--- src/qpp_pkg.sv ---
// package for the four-phase fetch/execute pipeline controller
// assumes a single core clock that stands in for the oscillator input
// Notes on behaviour
// RQ1: divide oscillator clock by four into four non-overlapping phases per cycle
// RQ2: program counter advances once per cycle, in phase one
// RQ3: instruction word at program counter captured in phase four of fetch
// RQ4: instruction register loads in phase one, executes over phases two to four
// RQ5: operand read in phase two, result written in phase four
// RQ6: fetch of next overlaps execute of current, one instruction per cycle
// RQ7: program counter changing instructions take two cycles
// RQ8: branch flushes fetched word as no-op while target is fetched
// RQ9: program counter is 13 bits, wraps past the top
// RQ10: reset restarts at phase one and first execute slot is no-op
// RQ11: phase generator is two-bit counter with one-hot decoded enables
package qpp_pkg;
  localparam int PC_W = 13;
  localparam int INSTR_W = 14;
  localparam int DADDR_W = 9;
  localparam int DATA_W = 8;
  localparam logic [PC_W-1:0] PC_RESET = 13'h0000;
  localparam logic [1:0] PH_ONE = 2'h0;
  localparam logic [1:0] PH_TWO = 2'h1;
  localparam logic [1:0] PH_THREE = 2'h2;
  localparam logic [1:0] PH_FOUR = 2'h3;
  localparam int PHASES_PER_CYCLE = 4;
  typedef enum logic [1:0] {
    QPP_PH1 = 2'b00,
    QPP_PH2 = 2'b01,
    QPP_PH3 = 2'b10,
    QPP_PH4 = 2'b11
  } qpp_phase_e;
endpackage

--- src/qpp_phase_gen.sv ---
// four-phase generator: two-bit counter with one-hot phase enables
// assumes reset asynchronous active high, one clock domain
`timescale 1ns/100ps
module qpp_phase_gen (
  input wire logic i_clk,
  input wire logic i_rst,
  output logic [1:0] o_phase,
  output logic [3:0] o_phase_onehot
);
  qpp_pkg::qpp_phase_e ph_q;
  qpp_pkg::qpp_phase_e ph_d;

  // advance one phase per clock, wrapping after phase four
  always_comb begin
    case (ph_q)
      qpp_pkg::QPP_PH1: ph_d = qpp_pkg::QPP_PH2;
      qpp_pkg::QPP_PH2: ph_d = qpp_pkg::QPP_PH3;
      qpp_pkg::QPP_PH3: ph_d = qpp_pkg::QPP_PH4;
      qpp_pkg::QPP_PH4: ph_d = qpp_pkg::QPP_PH1;
      default: ph_d = qpp_pkg::QPP_PH1;
    endcase
  end

  // restart in phase one on reset
  always_ff @(posedge i_clk or posedge i_rst) begin // RQ11
    if (i_rst) begin
      ph_q <= qpp_pkg::QPP_PH1; // RQ10
    end else begin
      ph_q <= ph_d; // RQ1
    end
  end

  // one-hot decode keeps phases non-overlapping
  assign o_phase = ph_q;
  assign o_phase_onehot = 4'h1 << ph_q; // RQ11

  phase_onehot_a: assert property ( // RQ1
    @(posedge i_clk) disable iff (i_rst)
    $onehot(o_phase_onehot))
    else $error("phase enables not one-hot");
  phase_cycle_a: assert property ( // RQ1
    @(posedge i_clk) disable iff (i_rst)
    o_phase_onehot[0] |=> !o_phase_onehot[0] [*3] ##1 o_phase_onehot[0])
    else $error("phase one not every fourth clock");
endmodule // qpp_phase_gen

--- src/qpp_pipeline.sv ---
// two-stage fetch/execute pipeline sequencer of a small core
// assumes program memory answers combinationally within the cycle and
// the execute datapath reports branches with target during phase four
`timescale 1ns/100ps
module qpp_pipeline #(
  parameter int PC_W = qpp_pkg::PC_W,
  parameter int INSTR_W = qpp_pkg::INSTR_W
) (
  input wire logic I_CORE_CLK,
  input wire logic I_SYS_RST,
  input wire logic [INSTR_W-1:0] I_PROG_DATA,
  input wire logic I_BRANCH_TAKE,
  input wire logic [PC_W-1:0] I_BRANCH_TARGET,
  output logic [PC_W-1:0] O_PROG_ADDR,
  output logic [INSTR_W-1:0] O_INSTR,
  output logic O_INSTR_VALID,
  output logic O_PHASE_ONE,
  output logic O_PHASE_TWO,
  output logic O_PHASE_THREE,
  output logic O_PHASE_FOUR,
  output logic O_DATA_READ,
  output logic O_DATA_WRITE,
  output logic O_BRANCH_FLUSH
);
  logic [1:0] phase;
  logic [3:0] ph_oh;
  logic [PC_W-1:0] pc_q;
  logic [PC_W-1:0] pc_d;
  logic [PC_W-1:0] fetch_addr_q;
  logic [INSTR_W-1:0] fetch_q;
  logic fetch_valid_q;
  logic [INSTR_W-1:0] ir_q;
  logic ir_valid_q;
  logic flush_q;
  logic ir_flush_q;
  logic [2:0] since_ph1_q;
  logic branch_now;

  qpp_phase_gen u_phase (
    .i_clk(I_CORE_CLK),
    .i_rst(I_SYS_RST),
    .o_phase(phase),
    .o_phase_onehot(ph_oh)
  );

  // phase enables straight from the one-hot decode
  assign O_PHASE_ONE = ph_oh[0];
  assign O_PHASE_TWO = ph_oh[1];
  assign O_PHASE_THREE = ph_oh[2];
  assign O_PHASE_FOUR = ph_oh[3];

  // branch only counts when the executing slot holds a real instruction
  assign branch_now = ph_oh[3] && ir_valid_q && I_BRANCH_TAKE;

  // program counter: +1 in phase one, branch target loaded in phase four
  // the 13-bit add wraps naturally at the top of the space
  assign pc_d = branch_now ? I_BRANCH_TARGET :
                ph_oh[0] ? PC_W'(pc_q + 1'b1) : pc_q; // RQ2 RQ9

  always_ff @(posedge I_CORE_CLK or posedge I_SYS_RST) begin
    if (I_SYS_RST) begin
      pc_q <= qpp_pkg::PC_RESET;
      fetch_addr_q <= qpp_pkg::PC_RESET;
    end else begin
      pc_q <= pc_d; // RQ2
      if (ph_oh[0]) begin
        fetch_addr_q <= pc_q; // address of this fetch cycle
      end
    end
  end

  // program memory sees the address latched at the start of fetch
  assign O_PROG_ADDR = fetch_addr_q; // RQ3

  // fetch stage: capture word in phase four; branch marks it dead
  always_ff @(posedge I_CORE_CLK or posedge I_SYS_RST) begin
    if (I_SYS_RST) begin
      fetch_q <= '0;
      fetch_valid_q <= 1'b0; // RQ10
      flush_q <= 1'b0;
    end else begin
      if (ph_oh[3]) begin
        fetch_q <= I_PROG_DATA; // RQ3
        fetch_valid_q <= !branch_now; // RQ8
        flush_q <= branch_now; // RQ7
      end
    end
  end

  // execute stage: ir loads in phase one, flushed slot becomes a no-op
  always_ff @(posedge I_CORE_CLK or posedge I_SYS_RST) begin
    if (I_SYS_RST) begin
      ir_q <= '0;
      ir_valid_q <= 1'b0; // RQ10
      ir_flush_q <= 1'b0;
    end else if (ph_oh[0]) begin
      ir_q <= fetch_q; // RQ4 RQ6
      ir_valid_q <= fetch_valid_q; // RQ8
      ir_flush_q <= flush_q; // RQ8
    end
  end

  assign O_INSTR = ir_q;
  assign O_INSTR_VALID = ir_valid_q;
  // data strobes only for live instructions
  assign O_DATA_READ = ph_oh[1] && ir_valid_q; // RQ5
  assign O_DATA_WRITE = ph_oh[3] && ir_valid_q; // RQ5
  // flush flag rides with the slot so it covers all four phases of it
  assign O_BRANCH_FLUSH = ir_flush_q;

  // clocks since the last phase one; a stuck or skipped phase shows here
  always_ff @(posedge I_CORE_CLK or posedge I_SYS_RST) begin
    if (I_SYS_RST) begin
      since_ph1_q <= 3'h0;
    end else if (ph_oh[0]) begin
      since_ph1_q <= 3'h0;
    end else begin
      since_ph1_q <= since_ph1_q + 3'h1;
    end
  end

  // instruction register only moves on the phase one edge
  ir_load_a: assert property ( // RQ4
    @(posedge I_CORE_CLK) disable iff (I_SYS_RST)
    !ph_oh[0] |=> $stable(ir_q))
    else $error("instruction register changed outside phase one");

  // program counter steps by one in phase one
  pc_step_a: assert property ( // RQ2
    @(posedge I_CORE_CLK) disable iff (I_SYS_RST)
    (ph_oh[0] && !branch_now) |=> pc_q == PC_W'($past(pc_q) + 1'b1))
    else $error("program counter did not step in phase one");

  // no counter movement in the middle phases
  pc_hold_a: assert property ( // RQ2
    @(posedge I_CORE_CLK) disable iff (I_SYS_RST)
    (ph_oh[1] || ph_oh[2]) |=> $stable(pc_q))
    else $error("program counter moved in phase two or three");

  // program word captured at the edge ending phase four
  fetch_cap_a: assert property ( // RQ3
    @(posedge I_CORE_CLK) disable iff (I_SYS_RST)
    ph_oh[3] |=> fetch_q == $past(I_PROG_DATA))
    else $error("fetched word not captured in phase four");

  // sequential word behind a branch never executes
  flush_slot_a: assert property ( // RQ8
    @(posedge I_CORE_CLK) disable iff (I_SYS_RST)
    branch_now |-> ##2 !ir_valid_q [*4])
    else $error("flushed slot not a no-op");

  // target runs in the second cycle after the branch
  branch_two_a: assert property ( // RQ7
    @(posedge I_CORE_CLK) disable iff (I_SYS_RST)
    branch_now |-> ##6 ir_valid_q)
    else $error("branch target did not execute in second cycle");

  // read and write strobes belong to the same live slot
  data_read_a: assert property ( // RQ5
    @(posedge I_CORE_CLK) disable iff (I_SYS_RST)
    O_DATA_READ |-> ##2 O_DATA_WRITE)
    else $error("write not two phases after read");

  // a plain fetch enters execute in the next cycle
  overlap_a: assert property ( // RQ6
    @(posedge I_CORE_CLK) disable iff (I_SYS_RST)
    (ph_oh[3] && fetch_valid_q && !branch_now) |-> ##2 ir_valid_q)
    else $error("valid fetch did not enter execute");

  // counter code and enables agree in every phase
  phase_code_a: assert property ( // RQ11
    @(posedge I_CORE_CLK) disable iff (I_SYS_RST)
    (ph_oh[0] == (phase == qpp_pkg::PH_ONE)) &&
    (ph_oh[1] == (phase == qpp_pkg::PH_TWO)) &&
    (ph_oh[2] == (phase == qpp_pkg::PH_THREE)) &&
    (ph_oh[3] == (phase == qpp_pkg::PH_FOUR)))
    else $error("phase code and enables disagree");

  // a cycle never runs past four clocks
  cycle_len_a: assert property ( // RQ1
    @(posedge I_CORE_CLK) disable iff (I_SYS_RST)
    since_ph1_q < 3'(qpp_pkg::PHASES_PER_CYCLE))
    else $error("instruction cycle longer than four clocks");

  // fetch address is the counter value taken in phase one
  fetch_addr_a: assert property ( // RQ3
    @(posedge I_CORE_CLK) disable iff (I_SYS_RST)
    ph_oh[0] |=> O_PROG_ADDR == $past(pc_q))
    else $error("fetch address not taken from counter");

  // memory sees one address for the whole cycle
  addr_hold_a: assert property ( // RQ3
    @(posedge I_CORE_CLK) disable iff (I_SYS_RST)
    !ph_oh[0] |=> $stable(O_PROG_ADDR))
    else $error("fetch address moved inside a cycle");

  // instruction register takes the fetched word
  ir_word_a: assert property ( // RQ4
    @(posedge I_CORE_CLK) disable iff (I_SYS_RST)
    ph_oh[0] |=> ir_q == $past(fetch_q))
    else $error("instruction register missed the fetched word");

  // slot validity follows the fetch stage
  valid_word_a: assert property ( // RQ6
    @(posedge I_CORE_CLK) disable iff (I_SYS_RST)
    ph_oh[0] |=> ir_valid_q == $past(fetch_valid_q))
    else $error("slot valid did not follow fetch");

  // strobes only in their own phase of a live slot
  strobe_phase_a: assert property ( // RQ5
    @(posedge I_CORE_CLK) disable iff (I_SYS_RST)
    (!O_DATA_READ || (ph_oh[1] && ir_valid_q)) &&
    (!O_DATA_WRITE || (ph_oh[3] && ir_valid_q)))
    else $error("data strobe outside its phase");

  // counter reloads with the target on the branch edge
  branch_pc_a: assert property ( // RQ7
    @(posedge I_CORE_CLK) disable iff (I_SYS_RST)
    branch_now |=> pc_q == $past(I_BRANCH_TARGET))
    else $error("counter not loaded with branch target");

  // target goes out to memory in the flushed cycle
  target_fetch_a: assert property ( // RQ8
    @(posedge I_CORE_CLK) disable iff (I_SYS_RST)
    branch_now |-> ##2 O_PROG_ADDR == $past(I_BRANCH_TARGET, 2))
    else $error("branch target not fetched");

  // flush flag spans exactly the four phases of the dead slot
  flush_len_a: assert property ( // RQ8
    @(posedge I_CORE_CLK) disable iff (I_SYS_RST)
    branch_now |-> ##2 O_BRANCH_FLUSH [*4] ##1 !O_BRANCH_FLUSH)
    else $error("flush flag wrong length");

  // a dead slot cannot start another flush
  dead_branch_a: assert property ( // RQ8
    @(posedge I_CORE_CLK) disable iff (I_SYS_RST)
    (ph_oh[3] && !ir_valid_q) |=> !flush_q)
    else $error("no-op slot took a branch");

  // counter wraps from the top of the space to zero
  pc_wrap_a: assert property ( // RQ9
    @(posedge I_CORE_CLK) disable iff (I_SYS_RST)
    (ph_oh[0] && pc_q == {PC_W{1'b1}}) |=> pc_q == '0)
    else $error("program counter did not wrap");

  // after reset: phase one first, then one no-op cycle
  reset_slot_a: assert property ( // RQ10
    @(posedge I_CORE_CLK) disable iff (I_SYS_RST)
    $fell(I_SYS_RST) |-> ph_oh[0] ##1 !ir_valid_q [*4] ##1 ir_valid_q)
    else $error("pipeline not cleared by reset");
endmodule // qpp_pipeline

--- config.mk ---
export PLATFORM = sky130hd
export DESIGN_NAME = qpp_pipeline
export DESIGN_NICKNAME = d
export VERILOG_FILES = /design/src/qpp_pkg.sv /design/src/qpp_phase_gen.sv /design/src/qpp_pipeline.sv
export SDC_FILE = /design/constraint.sdc
export NUM_CORES = 1
export LEC_CHECK = 0
export BUFFER_PORTS_ARGS = -buffer_cell sky130_fd_sc_hd__buf_2
export CAP_MARGIN = 10
export CORE_MARGIN = 2
export CORE_UTILIZATION = 56
export CTS_CLUSTER_DIAMETER = 80
export CTS_CLUSTER_SIZE = 8
export DETAILED_ROUTE_END_ITERATION = 10
export PLACE_DENSITY = 0.84
export SLEW_MARGIN = 20
export SYNTH_ARGS = -nofsm -noshare
export SYNTH_HDL_FRONTEND = slang
export SYNTH_HIERARCHICAL = 1
export SYNTH_SLANG_ARGS = --single-unit
--- constraint.sdc ---
create_clock -name I_CORE_CLK -period 2.6 [get_ports I_CORE_CLK]
set_input_delay 0.26 -clock I_CORE_CLK [delete_from_list [all_inputs] [get_ports I_CORE_CLK]]
set_output_delay 0.26 -clock I_CORE_CLK [all_outputs]
set_load 0.05 [all_outputs]
==> run_results.csv <==
group,metric,value,unit
status,status,"complete, no violations",
final_layout,regArea,0.001501,mm²
place,gp_congestion,0.7362,
cts,htree_levels,3,
detailed_routing,vias,1629,
global_routing,grt_pass1_vias,1687,
detailed_routing,routed_wl,4628,µm
cts,cts_resized,0,
cts,cts_sinks,60,
final_layout,final_nets,295,
global_routing,grt-ovfl-total,0,
worst_setup_path,path_buf_inv,3,
timing,tns,0,ns
timing,fin_crit,2.025,ns
timing,timing.fmax,493.9,MHz
worst_setup_path,cp.required,2.34,ns
final_layout,layout_commonest_cell,"buf_2",
logic_synthesis,synth-main-ff-cell,"dfrtp_1",
detailed_routing,postRouteAntennaNets,0,
die,chipWidth,71.23,µm
global_routing,track_usage,20.34,%
worst_setup_path,cp_max_fo,14,
die,dieArea,0.005074,mm²
detailed_routing,wire_per_inst,14.60,µm
logic_synthesis,synth_top_family_by_area,"multiplexers",
logic_synthesis,synth_area_leaders,"dfrtp_1, mux2_2, ha_1",
place,numPortBuffers,64,
worst_setup_path,end_kind,"output port",
worst_setup_path,worstSetupStartpointType,"flip-flop",
place,place_ws,0.8314,ns
worst_setup_path,critPathKind,"flip-flop to output port",
job,maxCapViolations,0,
timing,final.setup_skew,0.008645,ns
timing,rsz0062_at_grt,"false",
worst_setup_path,path_cells,"inv_1 > ha_2 > buf_4 > buf_2",
cts,cts_tree,"done",
logic_synthesis,synth-xor-area-share,4.152,%
timing,hold_violations,0,
final_layout,final_layout_size_suffix_gt1_share,50.94,%
logic_synthesis,synthArstFlopShare,100.0,%
place,detailed_place.area,0.002913,mm²
logic_synthesis,avgSynthCellArea,13.32,µm²
timing,slew_violations,0,
die,die_h,71.23,µm
place,dp_hpwl,3326,µm
logic_synthesis,yosysWarnings,6,
power_and_ir_drop,leakage,0.001454,µW
global_routing,grt_pass1_wl,7817,µm
timing,setup_slack,0.5753,ns
final_layout,postLayoutCellArea,0.003139,mm²
logic_synthesis,synth_compound_area_share,2.916,%
worst_setup_path,cp.arrival,1.76,ns
hold_path,hold_class,"input pin to flip-flop",
logic_synthesis,synth-adder-area-share,2.472,%
logic_synthesis,yosys.area_share.simple,8.502,%
cts,cts_buffers,9,
logic_synthesis,ys_seq_elements,60,
cts,path_clk_slew,0.06,ns
logic_synthesis,synth.top_cell.area_share,59.32,%
logic_synthesis,netlist_instances,190,
cts,clk_latency,0.33,ns
power_and_ir_drop,ir_drop,0.0005209,V
timing,post-route-period-util,77.87,%
die,core_area,0.004354,mm²
detailed_routing,avgViaCountPerCell,5.139,
final_layout,multiInputGateArea,953.4,µm²
logic_synthesis,synth_mux_area_share,19.53,%
cts,clockBufferDepth,2,
logic_synthesis,ys_types,29,
detailed_routing,drc,0,
final_layout,fillers,308,
timing,slew_headroom,64.82,%
logic_synthesis,synth_edf_count,0,
worst_setup_path,critPathSlowestCell,"dfrtp_1",
final_layout,num_antenna_cells,0,
final_layout,layout_common_cells,"buf_2, dfrtp_1, mux2_2, nand2_1, o21ai_0",
final_layout,area_delta_synth_final,24.02,%
logic_synthesis,yosysSeqAreaShare,59.32,%
die,pin_count,65,
logic_synthesis,yosys.area.top_type,"dfrtp_1",
timing,finalSetupViolations,0,
timing,worstMarginPinSlew,0.5270,ns
power_and_ir_drop,power-per-cell-area,795.4,mW/mm²
detailed_routing,drtIter0Drc,51,
detailed_routing,drtPass1Iterations,6,
global_routing,antenna_found_initial,0,
cts,hold_buffers,1,
logic_synthesis,synth_area,0.002531,mm²
worst_setup_path,cpPeakStageDelay,0.40,ns
cts,cts_root_buf,"clkbuf_8",
die,initial_core_util,58.13,%
global_routing,grt_max_degree,36,
logic_synthesis,synth_nets,225,
worst_setup_path,critPathTopFamily,"buffers and inverters",
die,rows,24,
cts,cts_setup_buffers,0,
state kept, by name, indices dropped and copies added (netlist names):
name,cells
O_PROG_ADDR,13
fetch_valid_q,1
O_INSTR_VALID,1
u_phase/o_phase,2
O_BRANCH_FLUSH,1
fetch_q,14
O_INSTR,14
pc_q,13
flush_q,1
synth_stat cells, types with 2 or more instances:
library cell,count
dfrtp_1,60
mux2_2,43
nand2_1,16
o21ai_0,11
buf_2,8
xnor2_1,7
inv_1,6
ha_1,5
nor2_1,5
xor2_1,5
nand3_1,3
and2_1,2
and3_1,2
nand4_1,2
final timing paths:
kind,startpoint,slack (ns),cells past startpoint,endpoint
max,u_phase/o_phase[0]$_DFF_PP0_,0.58,4,O_PHASE_ONE
min,I_BRANCH_TARGET[8],0.13,3,pc_q[8]$_DFFE_PP0P_
max reg2reg,u_phase/o_phase[0]$_DFF_PP0_,0.84,6,pc_q[11]$_DFFE_PP0P_
min reg2reg,fetch_q[0]$_DFFE_PP0P_,0.50,1,O_INSTR[0]$_DFFE_PP0P_
max in group asynchronous,I_SYS_RST,1.51,4,O_INSTR_VALID$_DFFE_PP0P_
min in group asynchronous,I_SYS_RST,0.34,3,u_phase/o_phase[1]$_DFF_PP0_
area by class of cell:
class / count / share of cell area, %
repair buffers: 70 / 12.12
multi-input cells: 113 / 30.37
clock inverters: 5 / 2.391
clock buffers: 11 / 4.504
inverters: 6 / 0.7174
flip-flops and latches: 60 / 47.83
well taps: 52 / 2.073
logic make-up (layout without fill, tap and decap cells):
logic type	count (synthesis)	count (layout)
mux	44	44
buf+inv	17	92
compound gates	14	14
simple gates	38	38
xor+xnor	12	12
fa+ha+maj	5	5
flops	60	60
where the power goes:
group | total [µW] | leakage [µW] | switching (µW) | internal (µW)
Clock | 904 | 0.000113 | 343 | 561
Sequential | 1160 | 0.000710 | 112 | 1050
Combinational | 434 | 0.000630 | 287 | 147
routing by layer:
layer	global-route usage (%)	vias to the layer above	routed length [µm]
li1	-	787	-
met4	7.128	0	35
met5	0	-	0
met1	24.59	786	1956
met2	32.51	50	2313
met3	9.142	6	322
stage by stage:
stage / hold slack, ns / util [%] / total power [µW] / instances
final: 0.1303 / 72.10 / 2497 / 317
after global routing: 0.1395 / 72.10 / 2609 / 317
after CTS: 0.1213 / 72.10 / 2529 / 317
after detailed placement: 0.1368 / 66.90 / 1615 / 300
after global placement: 0.1325 / 66.90 / 1597 / 300
after floorplan: 0.001185 / - / 1488 / 190
worst min-delay path: cells and delay by family:
kind                   cells  cell delay, ns
AOI/OAI and AO/OA          1            0.05
buffers and inverters      1            0.07
and+or+nand+nor            1            0.03
(Power assumes the default switching activity.)
